`config.mk`:
```
export PLATFORM = sky130hd
export DESIGN_NAME = ppa_accumulator
export DESIGN_NICKNAME = d
export VERILOG_FILES = /design/src/ppa_pkg.sv /design/src/ppa_accumulator.sv
export SDC_FILE = /design/constraint.sdc
export NUM_CORES = 1
export LEC_CHECK = 0
export BUFFER_PORTS_ARGS = -buffer_cell sky130_fd_sc_hd__buf_2
export CAP_MARGIN = 20
export CELL_PAD_IN_SITES_DETAIL_PLACEMENT = 0
export CELL_PAD_IN_SITES_GLOBAL_PLACEMENT = 1
export CORE_MARGIN = 5
export CORE_UTILIZATION = 52
export CTS_BUF_LIST = sky130_fd_sc_hd__clkbuf_8
export CTS_CLUSTER_SIZE = 28
export DETAILED_ROUTE_END_ITERATION = 10
export GPL_ROUTABILITY_DRIVEN = 1
export GPL_TIMING_DRIVEN = 0
export PLACE_DENSITY_LB_ADDON = 0.2
export SETUP_SLACK_MARGIN = 0.3
export SYNTH_ARGS = -nofsm -noshare
export SYNTH_HDL_FRONTEND = slang
export SYNTH_SLANG_ARGS = --single-unit
export TNS_END_PERCENT = 30
```
`constraint.sdc`:
```
create_clock -name mclk -period 7.1 [get_ports mclk]
set_input_delay 0 -clock mclk [delete_from_list [all_inputs] [get_ports mclk]]
set_output_delay 0 -clock mclk [all_outputs]
set_load 0.01 [all_outputs]
```
`src/ppa_pkg.sv`:
```
// Package: register map, field layout, reset values and types for the pulse/period accumulator
package ppa_pkg;
   // Register offsets (byte addresses on the plain port)
   localparam logic [7:0] OFS_TOTAL = 8'h00; // running_total
   localparam logic [7:0] OFS_ACCFLAG = 8'h04; // accum_overflow_flag
   localparam logic [7:0] OFS_INTERVAL = 8'h08; // interim_update_interval
   localparam logic [7:0] OFS_COUNT = 8'h0c; // accumulated_count
   localparam logic [7:0] OFS_TARGET = 8'h10; // target_count
   localparam logic [7:0] OFS_RESULT = 8'h14; // final_total
   localparam logic [7:0] OFS_STATUS = 8'h18; // final_overflow_status
   localparam logic [7:0] OFS_CTRL = 8'h1c; // control: enable, mode, timebase, service request
   localparam logic [7:0] OFS_FLAGS = 8'h20; // interrupt status and DMA request, write 1 to clear
   // Control field positions
   localparam int CTRL_EN = 0; // Channel enabled (nonzero priority)
   localparam int CTRL_MODE_LO = 1; // Mode field, two bits
   localparam int CTRL_TB = 3; // Timebase select
   localparam int CTRL_HSR = 4; // Host service request, self-clearing
   // Flag positions
   localparam int FLG_IRQ = 0; // Interrupt status flag
   localparam int FLG_DMA = 1; // DMA request flag
   // Status bit values
   localparam logic [7:0] STAT_OVF = 8'h80; // Overflow indication
   localparam logic [7:0] STAT_BADMODE = 8'h03; // Mode altered mid-measurement
   localparam logic [7:0] STAT_NONE = 8'h00; // Clean measurement
   // Reset values
   localparam logic [23:0] RST_WORD = 24'h000000; // All parameter words
   localparam logic [4:0] RST_CTRL = 5'h00; // Disabled, low-pulse mode, timebase one
   // Measurement modes
   typedef enum logic [1:0] {MODE_LOW, MODE_HIGH, MODE_FALL, MODE_RISE} ppa_mode_e;
   // Register port request bundle
   typedef struct packed {
      logic [7:0] addr; // Byte address
      logic [31:0] wdata; // Write data
      logic wr; // Write strobe
      logic rd; // Read strobe
   } ppa_req_s;
endpackage

```
`src/ppa_accumulator.sv`:
```
// Pulse width / period accumulator channel with a plain register port
//
// Strobed register access and the placing of the registers were left to the implementer.
`timescale 1ns/1ns
`default_nettype none
module ppa_accumulator #(
   parameter int WIDTH = 24 // Timebase and accumulator width
) (
   input wire logic mclk, // 100 MHz clock
   input wire logic nrst, // Synchronous reset, active low
   input wire logic sigIn, // Measured signal, asynchronous
   input wire logic tbTickOne, // Timebase one count enable
   input wire logic tbTickTwo, // Timebase two count enable
   input wire ppa_pkg::ppa_req_s busReq, // Register request
   output logic [31:0] rdData, // Read data, cycle after read strobe
   output logic irqFlag, // Interrupt status flag
   output logic dmaReq // DMA request flag
);
   // Overview
   // The channel waits for a service request while enabled, then for the
   // edge that opens a measurement. Each closing edge adds one width or
   // period to the running total and one to the count. When the count
   // reaches the target, a three-step sequence copies the total, then the
   // status, and finally raises the interrupt and DMA flags; the next run
   // then starts from zero without help from software.
   // Limitation: edges that arrive during those three steps are not measured.
   // Trade-off: one shared adder serves both closing edges and interim refresh.
   // Elaboration guard: field packing and read-back widths assume 24-bit words
   // A narrower word would truncate host writes; a wider one breaks the read path
   if (WIDTH != 24) begin : g_badWidth
      $error("WIDTH must be 24");
   end

   // Synchroniser state
   // Only stages two and three are compared; stage one may still be settling
   logic [2:0] sync_r; // Three-stage input chain
   logic level_r; // Accepted input level
   logic [1:0] tbSync_r; // Timebase enables, same domain
   // Parameter and control registers
   // The device owns total, flag word and count once a run is open
   // Software only presets them while the channel is halted
   logic [WIDTH-1:0] total_r; // running_total
   logic [7:0] accFlag_r; // accum_overflow_flag
   logic [WIDTH-1:0] interval_r; // interim_update_interval
   logic [WIDTH-1:0] count_r; // accumulated_count
   logic [WIDTH-1:0] target_r; // target_count
   logic [WIDTH-1:0] result_r; // final_total
   logic [7:0] status_r; // final_overflow_status
   logic enable_r; // Channel enabled
   ppa_pkg::ppa_mode_e mode_r; // Selected mode
   ppa_pkg::ppa_mode_e modeRun_r; // Mode latched at service request
   logic tbSel_r; // Timebase choice
   logic hsr_r; // Pending host_service_request
   // Measurement machine
   // Widths are differences of a free-running count, not a per-pulse counter
   // Base plus width rebuilds the total, so an interim refresh loses nothing
   typedef enum {ST_IDLE, ST_WAIT, ST_ACTIVE} ppa_state_e;
   ppa_state_e state_r; // Current phase
   logic [WIDTH-1:0] tbNow_r; // Free-running selected timebase
   logic [WIDTH-1:0] lastEdge_r; // last_edge_time, private
   logic [WIDTH-1:0] sampleCnt_r; // Ticks since last interim update
   logic [WIDTH-1:0] base_r; // Total at start of current pulse
   logic baseOvf_r; // Overflow flag at start of pulse
   logic [1:0] finish_r; // Completion sequence stage

   // Shared decode of register offsets
   // Used by every write path and by the flag clear
   function automatic logic hit(input logic [7:0] a, input logic [7:0] ofs);
      hit = (a == ofs);
   endfunction

   // Input synchroniser; stage 0 only feeds stage 1
   always_ff @(posedge mclk) begin
      if (!nrst) begin
         sync_r <= 3'h0;
         level_r <= 1'b0;
      end else begin
         // A glitch shorter than two cycles never reaches the accepted level
         sync_r <= {sync_r[1:0], sigIn};
         if (sync_r[2] == sync_r[1]) begin // Change counts once stages agree
            level_r <= sync_r[2];
         end
      end
   end

   // Edge decode relative to the accepted level
   // An edge shows one cycle before level_r follows, so each change fires once
   logic risingEdge; // Accepted rise
   logic fallingEdge; // Accepted fall
   logic startEdge; // Edge that opens a measurement
   logic endEdge; // Edge that closes one
   logic tick; // Selected timebase count
   always_comb begin
      risingEdge = (sync_r[2] == sync_r[1]) && sync_r[2] && !level_r;
      fallingEdge = (sync_r[2] == sync_r[1]) && !sync_r[2] && level_r;
      tick = tbSel_r ? tbSync_r[1] : tbSync_r[0];
      case (modeRun_r)
         // Low width: opens on fall, closes on rise
         ppa_pkg::MODE_LOW: begin
            startEdge = fallingEdge;
            endEdge = risingEdge;
         end
         // High width: opens on rise, closes on fall
         ppa_pkg::MODE_HIGH: begin
            startEdge = risingEdge;
            endEdge = fallingEdge;
         end
         // Start and end are the same edge in the period modes
         ppa_pkg::MODE_FALL: begin
            startEdge = fallingEdge;
            endEdge = fallingEdge;
         end
         // Rising period
         default: begin
            startEdge = risingEdge;
            endEdge = risingEdge;
         end
      endcase
   end

   // Timebase capture; the width counter is the selected free-running timebase
   // It runs whether or not a run is open, so a width is two snapshots apart
   // Timebase two may tick slower; only the chosen one advances the count
   // No reset of the count between runs: only differences are ever used
   always_ff @(posedge mclk) begin
      if (!nrst) begin
         tbSync_r <= 2'h0;
         tbNow_r <= ppa_pkg::RST_WORD;
      end else begin
         tbSync_r <= {tbTickTwo, tbTickOne};
         if (tick) begin
            tbNow_r <= tbNow_r + 1'b1;
         end
      end
   end

   // Width of the pulse in progress, modulo 24 bits
   // Wrap of the timebase is harmless while one pulse is shorter than its range
   // The guard bit of the sum is the carry out that marks overflow
   // A target of zero is served as one, so every edge pair completes
   logic [WIDTH-1:0] elapsed; // Current width
   logic [WIDTH:0] sum; // Base plus width, one guard bit
   logic [WIDTH-1:0] effTarget; // Target with 0 treated as 1
   always_comb begin
      elapsed = tbNow_r - lastEdge_r;
      sum = {1'b0, base_r} + {1'b0, elapsed};
      effTarget = (target_r == ppa_pkg::RST_WORD) ? 24'h000001 : target_r;
   end

   // Control register and mode-change detection
   logic modeWrite; // Host writes control
   assign modeWrite = busReq.wr && hit(busReq.addr, ppa_pkg::OFS_CTRL);
   always_ff @(posedge mclk) begin
      if (!nrst) begin
         enable_r <= ppa_pkg::RST_CTRL[ppa_pkg::CTRL_EN];
         mode_r <= ppa_pkg::ppa_mode_e'(ppa_pkg::RST_CTRL[ppa_pkg::CTRL_MODE_LO +: 2]);
         tbSel_r <= ppa_pkg::RST_CTRL[ppa_pkg::CTRL_TB];
         hsr_r <= ppa_pkg::RST_CTRL[ppa_pkg::CTRL_HSR];
      end else if (modeWrite) begin
         enable_r <= busReq.wdata[ppa_pkg::CTRL_EN];
         mode_r <= ppa_pkg::ppa_mode_e'(busReq.wdata[ppa_pkg::CTRL_MODE_LO +: 2]);
         tbSel_r <= busReq.wdata[ppa_pkg::CTRL_TB];
         // Request is set-only: the enabling write that follows it carries a zero
         // there and must not cancel it before it is served
         if (busReq.wdata[ppa_pkg::CTRL_HSR]) begin
            hsr_r <= 1'b1;
         end
      end else if (hsr_r && enable_r) begin
         hsr_r <= 1'b0; // Request served once enabled
      end
   end

   // Measurement sequencer: edges, interim updates, completion
   always_ff @(posedge mclk) begin
      if (!nrst) begin
         // Everything the device owns starts from zero
         state_r <= ST_IDLE;
         modeRun_r <= ppa_pkg::MODE_LOW;
         total_r <= ppa_pkg::RST_WORD;
         accFlag_r <= ppa_pkg::STAT_NONE;
         count_r <= ppa_pkg::RST_WORD;
         result_r <= ppa_pkg::RST_WORD;
         status_r <= ppa_pkg::STAT_NONE;
         lastEdge_r <= ppa_pkg::RST_WORD;
         sampleCnt_r <= ppa_pkg::RST_WORD;
         base_r <= ppa_pkg::RST_WORD;
         baseOvf_r <= 1'b0;
         finish_r <= 2'h0;
      end else begin
         // Host writes to device-owned words
         // Device updates further down win over a host write in the same cycle
         if (busReq.wr && hit(busReq.addr, ppa_pkg::OFS_TOTAL)) begin
            total_r <= busReq.wdata[WIDTH-1:0];
            base_r <= busReq.wdata[WIDTH-1:0];
         end
         if (busReq.wr && hit(busReq.addr, ppa_pkg::OFS_ACCFLAG)) begin
            accFlag_r <= busReq.wdata[7:0];
            baseOvf_r <= busReq.wdata[7];
         end
         if (busReq.wr && hit(busReq.addr, ppa_pkg::OFS_COUNT)) begin
            count_r <= busReq.wdata[WIDTH-1:0];
         end
         // Completion sequence, one step a cycle
         case (finish_r)
            // Step one: result first, so status never describes a stale total
            2'h1: begin
               result_r <= total_r;
               finish_r <= 2'h2;
            end
            // Step two: status, then clear the working words for the next run
            2'h2: begin
               status_r <= accFlag_r;
               accFlag_r <= ppa_pkg::STAT_NONE;
               baseOvf_r <= 1'b0;
               total_r <= ppa_pkg::RST_WORD;
               base_r <= ppa_pkg::RST_WORD;
               count_r <= ppa_pkg::RST_WORD;
               finish_r <= 2'h3;
            end
            2'h3: finish_r <= 2'h0; // Flags raised in this step
            default: finish_r <= 2'h0;
         endcase
         // Halt wins; a pending service request waits for enable
         if (!enable_r) begin
            state_r <= ST_IDLE; // Halted channel
         end else if (hsr_r) begin
            // Latch the mode; later control writes are compared against it
            modeRun_r <= mode_r;
            state_r <= ST_WAIT;
         end else if (state_r != ST_IDLE && mode_r != modeRun_r) begin
            // Mode altered while running: invalid state reported
            // Only a fresh service request restarts the channel
            status_r <= status_r | ppa_pkg::STAT_BADMODE;
            state_r <= ST_IDLE;
         end else if (finish_r == 2'h0) begin
            case (state_r)
               // Waiting for the edge that opens a pulse or period
               ST_WAIT: begin
                  if (startEdge) begin
                     lastEdge_r <= tbNow_r;
                     sampleCnt_r <= ppa_pkg::RST_WORD;
                     state_r <= ST_ACTIVE;
                  end
               end
               // Closing edge: fold width into total, bump count, test target
               ST_ACTIVE: begin
                  if (endEdge) begin
                     total_r <= sum[WIDTH-1:0];
                     base_r <= sum[WIDTH-1:0];
                     // Overflow sticks through baseOvf_r until the result is delivered
                     if (sum[WIDTH] || baseOvf_r) begin
                        accFlag_r <= ppa_pkg::STAT_OVF;
                        baseOvf_r <= 1'b1;
                     end
                     count_r <= count_r + 1'b1;
                     // Incremented count, so a target of n closes on the nth edge
                     if (count_r + 1'b1 >= effTarget) begin
                        finish_r <= 2'h1;
                     end
                     // Period modes reopen at once on the same edge
                     // so no timebase tick is lost between two periods
                     state_r <= (modeRun_r == ppa_pkg::MODE_FALL ||
                                 modeRun_r == ppa_pkg::MODE_RISE) ? ST_ACTIVE : ST_WAIT;
                     lastEdge_r <= tbNow_r;
                     sampleCnt_r <= ppa_pkg::RST_WORD;
                  end else if (tick) begin
                     // Interim refresh only when the interval elapses first
                     // An interval of zero switches interim refresh off
                     if (sampleCnt_r + 1'b1 >= interval_r &&
                         interval_r != ppa_pkg::RST_WORD) begin
                        total_r <= sum[WIDTH-1:0];
                        if (sum[WIDTH] || baseOvf_r) begin
                           accFlag_r <= ppa_pkg::STAT_OVF;
                        end
                        sampleCnt_r <= ppa_pkg::RST_WORD;
                     end else begin
                        sampleCnt_r <= sampleCnt_r + 1'b1;
                     end
                  end
               end
               default: state_r <= ST_IDLE;
            endcase
         end
      end
   end

   // Host-writable interval and target
   // A new interval applies at once, against the ticks already counted
   // Both words are host-owned and never touched by the device
   always_ff @(posedge mclk) begin
      if (!nrst) begin
         interval_r <= ppa_pkg::RST_WORD;
         target_r <= ppa_pkg::RST_WORD;
      end else if (busReq.wr) begin
         if (hit(busReq.addr, ppa_pkg::OFS_INTERVAL)) begin
            interval_r <= busReq.wdata[WIDTH-1:0];
         end
         if (hit(busReq.addr, ppa_pkg::OFS_TARGET)) begin
            target_r <= busReq.wdata[WIDTH-1:0];
         end
      end
   end

   // Interrupt and DMA flags; set wins over a same-cycle clear
   // A clear that lands on the completion step is dropped on purpose,
   // so software cannot lose a fresh result; flags stay until cleared
   // Both flags rise together on the last step of the completion
   logic flagClr; // Host clear write
   assign flagClr = busReq.wr && hit(busReq.addr, ppa_pkg::OFS_FLAGS);
   always_ff @(posedge mclk) begin
      if (!nrst) begin
         irqFlag <= 1'b0;
         dmaReq <= 1'b0;
      end else if (finish_r == 2'h3) begin
         irqFlag <= 1'b1;
         dmaReq <= 1'b1;
      end else if (flagClr) begin
         if (busReq.wdata[ppa_pkg::FLG_IRQ]) irqFlag <= 1'b0;
         if (busReq.wdata[ppa_pkg::FLG_DMA]) dmaReq <= 1'b0;
      end
   end

   // Read data, valid the cycle after the strobe; unmapped reads zero
   // Zero outside the data cycle keeps a late sample from looking valid
   // Words are right-aligned; control shows a request until it is served
   always_ff @(posedge mclk) begin
      if (!nrst) begin
         rdData <= 32'h00000000;
      end else if (busReq.rd) begin
         case (busReq.addr)
            ppa_pkg::OFS_TOTAL: rdData <= {8'h00, total_r};
            ppa_pkg::OFS_ACCFLAG: rdData <= {24'h000000, accFlag_r};
            ppa_pkg::OFS_INTERVAL: rdData <= {8'h00, interval_r};
            ppa_pkg::OFS_COUNT: rdData <= {8'h00, count_r};
            ppa_pkg::OFS_TARGET: rdData <= {8'h00, target_r};
            ppa_pkg::OFS_RESULT: rdData <= {8'h00, result_r};
            ppa_pkg::OFS_STATUS: rdData <= {24'h000000, status_r};
            ppa_pkg::OFS_CTRL: rdData <= {27'h0000000, hsr_r, tbSel_r, mode_r, enable_r};
            ppa_pkg::OFS_FLAGS: rdData <= {30'h00000000, dmaReq, irqFlag};
            default: rdData <= 32'h00000000;
         endcase
      end else begin
         rdData <= 32'h00000000;
      end
   end
endmodule
`default_nettype wire

```
# Word-level counts from Yosys, hierarchy flattened
# Index checks and enable logic that the tools add are counted.
[totals]
ff_bits = 314
latch_bits = 0
mem_bits_rw = 0
romBits = 0
input_bits = 47
out_inout_bits = 34
elab_cells = 193
memories = 0
[op_classes]
add_sub_neg = 5
n_mul = 0
div_mod_pow = 0
order_cmp = 2
eq_ne = 25
n_shift = 0
mux = 87
bitwise = 4
reduce_logical = 43
[ops]
columns = ["operator", "n"]
rows = [
  ["2-to-1 mux 24 bit", 33],
  ["one-hot mux 24 bit (9 select lines)", 1],
  ["2-to-1 mux 8 bit", 15],
  ["one-hot mux 24 bit (2 select lines)", 2],
  ["adder 24 x 1 -> 24 bit, second input constant", 3],
  ["2-to-1 mux 32 bit", 2],
  ["one-hot mux 32 bit (2 select lines)", 1],
  [">= comparator 24 bit", 2],
  ["== test 32 x 1 -> 1 bit, second input constant", 1],
  ["== test 32 x 2 -> 1 bit, second input constant", 1],
  ["== test 8 x 5 -> 1 bit, second input constant", 4],
  ["nonzero test 32 bit", 1],
  ["adder 24 x 24 -> 25 bit", 1],
  ["zero test 24 bit", 1],
  ["2-to-1 mux 1 bit", 24],
  ["nonzero test 24 bit", 1],
  ["subtractor 24 bit", 1],
  ["== test 8 x 4 -> 1 bit, second input constant", 2],
  ["2-to-1 mux 2 bit", 8],
  ["AND reduction 2 bit", 8],
  ["AND reduction 7 bit", 2],
  ["logical AND 1 bit", 12],
  ["nonzero test 2 bit", 5],
  ["== test 2 bit, second input constant", 4],
  ["18 further kinds", 31],
]

# Depth between registers and ports, before layout
# Gate-level depths: netlist of the first run.
[depth]
ltp_word = 13
depth_mapped = 21
ltp_nobuf = 20

# Worst setup path after synthesis of the first run
# Ideal clock, no wire load.
[synth_timing]
path_type = "reg-to-reg"
from = "register tbNow_r[0]"
to = "register total_r[23]"
setup_time_ns = 0.116
t_arrival_ns = 3.772
t_required_ns = 6.984
slack_ns = 3.212
stages_incl_launch_ff = 21
n_path_buf = 1
period_less_slack_ns = 3.888
cell_sequence = "dfxtp_1 > inv_1 > ha_1 > inv_1 > fa_1 > a21oi_1 > o211ai_1 > o211ai_1 > a41oi_1 > a41o_1 > o21ai_0 > nand2b_1 > xor2_1 > ha_1 > clkbuf_1 > a21o_1 > a21o_1 > a21oi_1 > o211ai_1 > xor2_1 > a31o_2"
[synth_via]
elab_chain_len = 10
[synth_lines]
columns = ["item", "line", "text"]
rows = [
  ["from (decl)", "ppa_accumulator.sv:59", "logic [WIDTH-1:0] tbNow_r;"],
  ["from (signal assigned)", "ppa_accumulator.sv:128", "tbNow_r <= ppa_pkg::RST_WORD;"],
  ["from (signal assigned)", "ppa_accumulator.sv:132", "tbNow_r <= tbNow_r + 1'b1;"],
  ["subtractor 24 bit (*)", "ppa_accumulator.sv:145", "elapsed = tbNow_r - lastEdge_r;"],
  ["adder 24 x 24 -> 25 bit (*)", "ppa_accumulator.sv:146", "sum = {1'b0, base_r} + {1'b0, elapsed};"],
  ["2-to-1 mux 24 bit", "ppa_accumulator.sv:269", "if (sampleCnt_r + 1'b1 >= interval_r &&"],
  ["2-to-1 mux 24 bit", "ppa_accumulator.sv:266", "end else if (tick) begin"],
  ["2-to-1 mux 24 bit (*)", "ppa_accumulator.sv:247", "if (endEdge) begin"],
  ["2-to-1 mux 24 bit (*)", "ppa_accumulator.sv:236", "case (state_r)"],
  ["2-to-1 mux 24 bit (*)", "ppa_accumulator.sv:235", "end else if (finish_r == 2'h0) begin"],
  ["2-to-1 mux 24 bit (*)", "ppa_accumulator.sv:230", "end else if (state_r != ST_IDLE && mode_r != modeRun_r) begin"],
  ["2-to-1 mux 24 bit (*)", "ppa_accumulator.sv:226", "end else if (hsr_r) begin"],
  ["2-to-1 mux 24 bit (*)", "ppa_accumulator.sv:224", "if (!enable_r) begin"],
  ["to (signal assigned)", "ppa_accumulator.sv:215", "total_r <= ppa_pkg::RST_WORD;"],
  ["to (signal assigned)", "ppa_accumulator.sv:248", "total_r <= sum[WIDTH-1:0];"],
  ["to (signal assigned)", "ppa_accumulator.sv:271", "total_r <= sum[WIDTH-1:0];"],
  ["to (decl)", "ppa_accumulator.sv:42", "logic [WIDTH-1:0] total_r;"],
]
# Every way passes the cells marked *; elsewhere a longest branch is shown, timed or not.
# A chain may end at the register's enable or synchronous reset.

# Final worst setup path of the first run
[layout_timing]
from = "register sampleCnt_r[3]"
to = "register total_r[10]"
[layout_via]
elab_chain_len = 11
[layout_lines]
columns = ["item", "line", "text"]
rows = [
  ["from (decl)", "ppa_accumulator.sv:61", "logic [WIDTH-1:0] sampleCnt_r;"],
  ["from (signal assigned)", "ppa_accumulator.sv:185", "sampleCnt_r <= ppa_pkg::RST_WORD;"],
  ["from (signal assigned)", "ppa_accumulator.sv:241", "sampleCnt_r <= ppa_pkg::RST_WORD;"],
  ["from (signal assigned)", "ppa_accumulator.sv:265", "sampleCnt_r <= ppa_pkg::RST_WORD;"],
  ["adder 24 x 1 -> 24 bit", "ppa_accumulator.sv:269", ""],
  [">= comparator 24 bit", "ppa_accumulator.sv:269", ""],
  ["logical AND 1 bit", "ppa_accumulator.sv:269", ""],
  ["2-to-1 mux 24 bit", "ppa_accumulator.sv:269", ""],
  ["2-to-1 mux 24 bit", "ppa_accumulator.sv:266", ""],
  ["2-to-1 mux 24 bit", "ppa_accumulator.sv:247", ""],
  ["2-to-1 mux 24 bit", "ppa_accumulator.sv:236", ""],
  ["2-to-1 mux 24 bit", "ppa_accumulator.sv:235", ""],
  ["2-to-1 mux 24 bit", "ppa_accumulator.sv:230", ""],
  ["2-to-1 mux 24 bit", "ppa_accumulator.sv:226", ""],
  ["2-to-1 mux 24 bit", "ppa_accumulator.sv:224", ""],
]
# No other way between the ends.

==> qor.csv, run 1 <==
metric,value,unit
Post-DP HPWL,39400,um
"Clk Latency, worst-skew pair",0.61,ns
CTS Buffer Depth,3,
Final TNS setup,0,ns
# diodes,0,
CTS buffer count,48,
residual DRC count,0,
CTS tree,yes,
R2R Path End,total_r[10],
top cell type's share of synthesized area,34.1,%
Worst-path clk slew,0.07,ns
fin crit period,5.12,ns
"Cell Area, Synth",16200,sq um
synthesized instance count,1982,
H-tree depth,2,
Rel. slew slack,33.3,%
PD cells,175,nW/um^2
pins over their slew limit,0,
IO Count,81,
largest cells by area after synthesis,"dfxtp_1 (34%), ha_1 (8.5%), nand2_1 (7.4%), a21boi_0 (4.2%), a21oi_1 (3.8%)",
kind of end point of the critical path,flop,
HP Start,busReq[1],
Setup Skew,0.0409,ns
worst min path class,primary input to flop,
Total Wirelength,51100,um
MaxCap Viol Count,0,
Worst EP required,7.57,ns
Ys Warns,0,
"EDFF count, synth",0,
Fill cells,2892,
Placer Congestion,0.934,
synthesized area per cell,8.19,sq um
die width,187,um
top cell type by total area after synthesis,dfxtp_1,
Area Overhead vs Synth,13.3,%
critical path arrival,5.59,ns
Final Setup Violations,0,
reg2reg path depth,16,
area occupied by multi-input gates,9910,sq um
outcome,completed,
startpoint types,flop,
utilization after layout,60.0,%
worst r2r src,sampleCnt_r[3],
Starting Density,52.9,%
root buf cell,clkbuf_8,
floorplan core area,30700,sq um
fin crit share,72.1,%
Clock Sink Count,276,
Main synth FF type,dfxtp_1,
Final Hold Violating Endpoints,0,
first-pass GRT wire length,80500,um
FF/Latch Area,5530,sq um
#FFs+latches synth,276,
Total Die Area,34800,sq um
Lkg Pwr,7.06,nW
ys async rst share,0,%
Worst-Margin Slew,0.993,ns
initial antenna violation count,0,
All-Layer GR Usage,28.1,%
nets,2297,
via count,15100,
vias per cell,5.90,
Site Rows,64,
fraction of layout cells with a size suffix above 1,7.88,%
Detail Route Antenna Nets,0,
fmax,195,MHz
First DRT Iteration DRCs,1220,
total grt overflow,0,
post-synthesis sequential area ratio,34.1,%
Reg2Reg Setup Slack,1.98,ns
TritonRoute pass-1 iters,6,
post-synth cell types,71,
per-cell routed wire length,19.9,um
hold path cells,4,
Worst Path Max Fanout,10,
chip height,187,um
vias in the first global route,14700,
Worst Setup SP,sampleCnt_r[3],
Setup Crit Path Kind,flop to flop,
input/output buffers,63,
largest net degree at the start of global routing,14,
RSZ-0062 raised after global routing,no,
Hold Crit Endpoint,accFlag_r[5],
worst vdd ir,0.134,mV
[worst max-delay path by stage]
stage | to | slack [ns] | cells after the start
after floorplan | total_r[23] | 3.21 | 20
after global placement | total_r[7] | 2.06 | 16
after detailed placement | total_r[10] | 2.04 | 16
after CTS | total_r[10] | 2.02 | 16
after global routing | total_r[10] | 1.68 | 16
final | total_r[10] | 1.98 | 16
[cell usage after synthesis (46+ instances only)]
cell type	number
nand3_1	70
nor2_1	66
nor2b_1	72
clkbuf_1	82
ha_1	110
mux2i_1	59
inv_1	96
a21oi_1	124
a21boi_0	91
dfxtp_1	276
o21ai_0	46
a22oi_1	56
nand2_1	318
xnor2_1	66
[cell type report]
class	count	share of cell area (%)
multi-input combinational	1510	53.9
sequential	276	30.0
clock buffer	61	4.57
timing repair buffer	99	3.63
tap	396	2.69
buffer	107	2.50
inverter	96	1.96
clock inverter	21	0.728
[sequential cells by signal (all words and copies together) (netlist names), 2 cells and up]
register and flops:
modeRun_r 2, rdData 24, tbNow_r 24, base_r 24, lastEdge_r 24, state_r 2, target_r 24, result_r 24
status_r 8, mode_r 2, interval_r 24, finish_r 2, count_r 24, total_r 24, sampleCnt_r 24, accFlag_r 8
tbSync_r 2, sync_r 3
[routing by layer]
layer	part of all wire [%]	GRT usage, %	up-vias
li1	-	-	7346
met1	42	36.3	7091
met2	47	47.7	582
met3	7.2	4.60	116
met4	3.7	10.0	0
met5	0	0	-
[critical path, cell delays in order, from the launching register on]
cell and delay [ns]:
dfxtp_1 0.43, and4_1 0.26, and4_1 0.30, nor3b_2 0.35
nand3_1 0.22, nor2_1 0.17, xor2_1 0.11, ha_1 0.30
nand4_1 0.17, nor4_1 0.68, a2111oi_0 0.21, a21boi_1 0.23
a21oi_1 0.60, o211a_1 0.39, buf_2 0.30, nor3_1 0.08
o21a_1 0.19
[kinds of logic (layout without fill, tap and decap cells)]
group,after synthesis,after routing,synth area share (%)
AOI/OAI and AO/OA,527,527,22.3
DFF,276,276,34.1
adders and majority gates,112,112,8.73
muxes,60,60,3.71
xor gates and xnor gates,100,100,5.40
and+or+nand+nor,703,703,20.8
other,1,8,0.0231
buffers and inverters,203,384,5.05
[stage by stage]
stage	power (mW)	setup WS, ns	hold WS, ns	cell area [sq um]	cells
CTS	3.22	2.02	0.00115	18400	2564
detailed placement	1.73	2.04	0.212	17100	2448
floorplan	1.66	3.21	0.127	16300	1989
finish	3.21	1.98	0.0427	18400	2566
global route	3.31	1.68	0.0721	18400	2566
global placement	1.73	2.06	0.206	17100	2448
[report_power, final]
group	switching (mW)	internal [mW]
logic	0.0931	0.0604
registers	0.00469	1.55
clock network	0.694	0.809
total	0.792	2.42
[cell usage in the layout (no fill, tap or decap), types with 11 or more instances in the layout]
cell type      Yosys  layout
nand2_1          318     318
dfxtp_1          276     276
a21oi_1          124     124
ha_1             110     110
inv_1             96     106
a21boi_0          91      91
clkbuf_1          82      82
buf_2             10      73
nor2b_1           72      72
nand3_1           70      70
nor2_1            66      66
xnor2_1           66      66
clkbuf_8           0      61
mux2i_1           59      59
a22oi_1           56      56
o21ai_0           46      46
xor2_1            34      34
and2_1            34      34
dlygate4sd3_1      0      34
and3_1            31      31
nor3_1            29      29
o22ai_1           27      27
a21o_1            25      25
nor4_1            19      19
o22a_1            18      18
o21a_1            17      17
nand4_1           17      17
a222oi_1          17      17
a31oi_1           15      15
nand2b_1          14      14
a211oi_1          13      13
o211ai_1          11      11
[repair_timing]
| action | 4_1_cts | 5_1_grt |
|---|---|---|
| gates resized for setup | 0 | 0 |
| hold buffers | 34 | 0 |
| setup buffers | 0 | 0 |
| hold endpoints to repair | 137 | 0 |
| setup endpoints to repair | 0 | 0 |
(Power assumes the default switching activity.)
==> inputs of run 2 (changes only) <==
CORE_UTILIZATION = 49   (was 52)
clock period = 5.1 ns   (was 7.1 ns; I/O delays follow)
==> run 2 against run 1 <==
  * Cell count up 2.3%
  * Clock power up 51%
  * Via count down 0.37%
  * Highest routed layer is now met5
  * Combinational power up 41%
  * Design area up 1.6%
  * Critical path depth unchanged
  * Non-clock buffer count up 6
  * Largest power group is now the clock network
  * Utilization down 2.7 points
  * First-iteration DRC count down 12%
  * Clock skew down 0.021 ns
  * Critical endpoint is now total_r[8]
  * Die area up 5.8%
==> qor.csv, run 2 (synthesis results as in run 1) <==
metric,value,unit
outcome,completed,
Final TNS setup,0,ns
Setup Skew,0.0197,ns
fin worst setup slack,0.648,ns
MaxCap Viol Count,0,
worst vdd ir,0.272,mV
Post-DP HPWL,39900,um
Site Rows,66,
Total Wirelength,52400,um
residual DRC count,0,
Final Setup Violations,0,
Rel. slew slack,35.1,%
All-Layer GR Usage,28.1,%
Final Hold Violating Endpoints,0,
First DRT Iteration DRCs,1077,
Hold WS,0.0566,ns
kind of end point of the critical path,flop,
placed cells,2495,
Setup WS pre-CTS,0.104,ns
Total Die Area,36900,sq um
Worst-Margin Slew,0.973,ns
Final Non-Filler Cells,2626,
critical path arrival,4.96,ns
Setup Crit Path Kind,flop to flop,
Worst Path Max Fanout,10,
RSZ-0062 raised after global routing,yes,
Starting Density,49.7,%
Placer Congestion,0.932,
CTS tree,yes,
Placement Cell Area,17100,sq um
"commonest cells after routing, fill and taps aside","nand2_1 (318), dfxtp_1 (275), a21oi_1 (122)",
TritonRoute pass-1 iters,5,
Detail Route Antenna Nets,0,
chip height,192,um
Worst EP required,5.61,ns
input/output buffers,63,
IO Count,81,
initial antenna violation count,2,
first-pass GRT wire length,81200,um
Worst-path clk slew,0.06,ns
fraction of layout cells with a size suffix above 1,8.42,%
utilization after layout,57.3,%
floorplan core area,32600,sq um
root buf cell,clkbuf_8,
via count,15100,
H-tree depth,2,
PD cells,249,nW/um^2
# diodes,0,
Final Instance Area,18700,sq um
"most common cell after layout, fill and taps aside",nand2_1,
CTS buffer count,51,
"Clk Latency, worst-skew pair",0.61,ns
total grt overflow,0,
per-cell routed wire length,19.9,um
nets,2306,
Total Power,4.65,mW
pins over their slew limit,0,
largest net degree at the start of global routing,13,
die width,192,um
fin crit share,87.3,%
startpoint types,flop,
Clock Sink Count,276,
worst min path class,primary input to flop,
fmax,225,MHz
vias in the first global route,14500,
vias per cell,5.74,
Fill cells,3133,
Area Overhead vs Synth,15.2,%
CTS Buffer Depth,3,
Lkg Pwr,7.16,nW
fin crit period,4.45,ns
## run 2: cell types whose count changed in the layout (fill, tap and decap cells not counted), moves of 2 or more
cell / before / now
dlygate4sd3_1: 34 / 39
a21oi_1: 124 / 122
bufinv_16: 1 / 3
clkbuf_8: 61 / 66
inv_1: 106 / 112
## run 2: layout make-up
cell class | instances | area, sq um | area share [%]
Inverter | 96 | 360 | 1.93
Clock buffer | 66 | 908 | 4.86
Sequential cell | 276 | 5530 | 29.6
Buffer | 107 | 459 | 2.46
Clock inverter | 24 | 175 | 0.937
Multi-Input combinational cell | 1510 | 9980 | 53.4
Tap cell | 442 | 553 | 2.96
Timing Repair Buffer | 105 | 728 | 3.90
## run 2: path summary, 6_finish.rpt
| check | depth (start not counted) | from | slack [ns] | end |
|---|---|---|---|---|
| setup / recovery | 16 | sampleCnt_r[2] | 0.65 | total_r[8] |
| hold / removal | 4 | busReq[1] | 0.06 | accFlag_r[4] |
| setup reg to reg | 16 | sampleCnt_r[2] | 0.65 | total_r[8] |
| hold reg to reg | 1 | sync_r[0] | 0.43 | sync_r[1] |
## run 2: per-layer routing
metal / routed length (um) / part of all wire (%) / vias to the layer above / track usage [%]
met5: 7 / 0.013 / - / 0
met4: 2160 / 4.1 / 2 / 11.6
met3: 3750 / 7.2 / 115 / 5.22
met2: 24000 / 46 / 544 / 46.4
met1: 22400 / 43 / 7036 / 36.3
li1: - / - / 7382 / -
## run 2: where the power goes
part           total (mW)  switching, mW  internal, mW  leakage, nW
sequential           2.17        0.00670          2.16         2.22
clock                2.26          0.963          1.30        0.622
combinational       0.217          0.132        0.0850         4.31
## run 2: worst max-delay path, stage by stage, from the launching register on
cell and delay, ns:
dfxtp_1 0.40, and4_1 0.24, and4_1 0.29, nor3b_2 0.33, nand3_1 0.20, nor2_1 0.17, xor2_1 0.11, ha_1 0.30
nand4_1 0.21, nor4_4 0.43, o2111a_1 0.23, o31ai_1 0.14, a21oi_4 0.36, o211a_1 0.35, buf_2 0.30, nor3_1 0.09
o21a_1 0.20
## run 2: repair_timing
action                                  4_1_cts  5_1_grt
resized for setup                             1       13
pin swaps                                     0        1
hold endpoints to repair                    139        0
buffers inserted                              0        1
cloned                                        0        0
endpoints found under the setup margin       27       38
hold buffers                                 39        0
==> inputs of run 3 (changes only) <==
CORE_MARGIN = 4   (was 5)
REMOVE_ABC_BUFFERS = 1   (was not set)
==> run 3 against run 2 <==
  * Worst hold slack improved by 0.040 ns
  * Largest cell class unchanged
  * Cell count fell by 3.5%
  * Non-clock buffer count fell by 88
  * Critical path depth rose by 3
  * Largest power group is now registers
  * Register-to-register slack got worse by 0.18 ns
  * First-iteration DRC count fell by 0.56%
  * Die area fell by 2.1%
  * Combinational power fell by 9%
  * Sequential share of layout area rose by 0.28 points
  * Clock power fell by 8%
  * Maximum frequency fell by 3.9%
  * Power fell by 4.2%
==> qor.csv, run 3 (synthesis results as in run 1) <==
metric,value,unit
met2 Resource Use GR,42.2,%
input/output buffers,64,
Setup Crit Path Kind,flop to flop,
met3 Use GR,5.10,%
Final Hold Violating Endpoints,0,
Starting Density,49.7,%
critical path arrival,5.12,ns
First DRT Iteration DRCs,1071,
Worst Path Max Fanout,7,
CTS buffer count,49,
Fill cells,3044,
CP top delay family,compound AO/OA/AOI/OAI gates,
total grt overflow,0,
share of power burned in the clock network,46.9,%
NetSw,1.07,mW
MaxCap Viol Count,0,
"Clk Latency, worst-skew pair",0.63,ns
worst vdd ir,0.182,mV
"commonest cells after routing, fill and taps aside","nand2_1 (317), dfxtp_1 (275), a21oi_1 (123)",
TritonRoute pass-1 iters,5,
vias per cell,5.72,
Setup WS pre-CTS,-0.255,ns
fin crit share,90.9,%
Reg2Reg Setup Slack,0.47,ns
startpoint types,flop,
fraction of layout cells with a size suffix above 1,9.08,%
Worst EP required,5.58,ns
initial antenna violation count,1,
fin worst setup slack,0.465,ns
met1 Use GR,33.1,%
worst min path class,primary input to flop,
die width,190,um
Clock Sink Count,276,
reg2reg path depth,19,
chip height,190,um
Worst-Margin Slew,1.13,ns
PD cells,241,nW/um^2
Detail Route Antenna Nets,0,
RSZ-0062 raised after global routing,yes,
# diodes,0,
Hold Crit Endpoint,rdData[1],
Worst-path clk slew,0.06,ns
Worst Path Buf+Inv,1,
floorplan core area,32600,sq um
ordered cell list for the critical path,inv_1 > ha_1 > nor2b_1 > o31a_1 > o21ai_0 > a21boi_0 > o21a_1 > o211ai_1 > nand2_1 > xor2_1 > ha_1 > o21ai_0 > a21oi_1 > a31oi_1 > or3_1 > o2111ai_1 > o311ai_1 > o21bai_2 > a21oi_1,
per-cell routed wire length,18.4,um
Site Rows,66,
HP Start,busReq[34],
Final TNS setup,0,ns
R2R Path End,accFlag_r[0],
CTS tree,yes,
switching part of the total,23.9,%
fin crit period,4.63,ns
outcome,completed,
largest net degree at the start of global routing,141,
logic gate share of total power,4.4,%
pins over their slew limit,0,
Post-DP HPWL,33100,um
kind of end point of the critical path,flop,
IO Count,81,
All-Layer GR Usage,25.3,%
CP max stage delay,0.49,ns
Rel. slew slack,24.7,%
Final Setup Violations,0,
Hold WS,0.0966,ns
Total Die Area,36100,sq um
nets,2217,
Setup Skew,0.0395,ns
fmax,216,MHz
Area Overhead vs Synth,14.1,%
Placer Congestion,0.875,
Lkg Pwr,7.08,nW
vias in the first global route,14000,
worst r2r src,lastEdge_r[1],
Total Power,4.46,mW
residual DRC count,0,
CTS Buffer Depth,3,
placed cells,2402,
GR peak layer,met2,
Final Non-Filler Cells,2534,
"most common cell after layout, fill and taps aside",nand2_1,
Total Wirelength,46500,um
Crit-path slowest cell,or3_1,
first-pass GRT wire length,74600,um
part of the power in registers,48.7,%
H-tree depth,2,
internal power,3.39,mW
hold path cells,6,
via count,14500,
root buf cell,clkbuf_8,
-- run 3: cell count changes in the layout (fill, tap and decap cells not counted), sizes merged --
cell    before  now
bufinv       3    0
buf         90   85
inv        112  108
clkinv       5    7
nor3        31   32
clkbuf     149   66
-- run 3: how the worst max path moves through the flow --
| stage | from | to | cells after the start |
|---|---|---|---|
| 2_1_floorplan | tbNow_r[1] | accFlag_r[0] | 18 |
| 3_3_place_gp | nrst | rdData[7] | 3 |
| 3_5_place_dp | sampleCnt_r[2] | total_r[22] | 15 |
| 4_1_cts | sampleCnt_r[2] | accFlag_r[7] | 15 |
| 5_1_grt | lastEdge_r[1] | accFlag_r[0] | 19 |
| 6_report | lastEdge_r[1] | accFlag_r[0] | 19 |
-- run 3: routing by layer --
layer | up-vias | wire (um)
li1 | 7202 | -
met1 | 6809 | 20900
met2 | 387 | 21400
met3 | 96 | 2680
met4 | 2 | 1490
met5 | - | 13
-- run 3: power by group through the flow --
stage | Sequential [mW] | Clock [mW] | Combinational, mW
detailed placement | 2.22 | 0 | 0.172
CTS | 2.17 | 2.13 | 0.195
floorplan | 2.21 | 0 | 0.0798
global route | 2.17 | 2.24 | 0.212
global placement | 2.22 | 0 | 0.168
finish | 2.17 | 2.09 | 0.198
-- run 3: worst min-delay path, cell delays in order --
cell,delay (ns)
buf_2,0.10
or4_4,0.15
nor2_1,0.07
and3_1,0.22
nand2_1,0.07
a31oi_1,0.06
-- run 3: area by class of cell --
cell class	count	area [sq um]	area share [%]
multi-input cells	1511	10000	54.3
flip-flops and latches	276	5530	29.8
clock buffers	66	908	4.91
well taps	442	553	2.99
repair buffers	124	1030	5.58
inverters	96	360	1.95
clock inverters	19	85.1	0.460
-- run 3: metrics by stage --
stage               util [%]  area [sq um]
floorplan                  -         15800
global placement        51.1         16700
detailed placement      52.0         17000
CTS                     56.4         18400
global route            56.8         18500
finish                  56.8         18500
-- run 3: repair_timing --
item	CTS	global route
gates cloned	0	1
buffers inserted	4	1
pin swaps	0	1
hold buffers	39	0
endpoints found under the setup margin	55	56
endpoints found under the hold margin	206	0
resized for setup	4	8
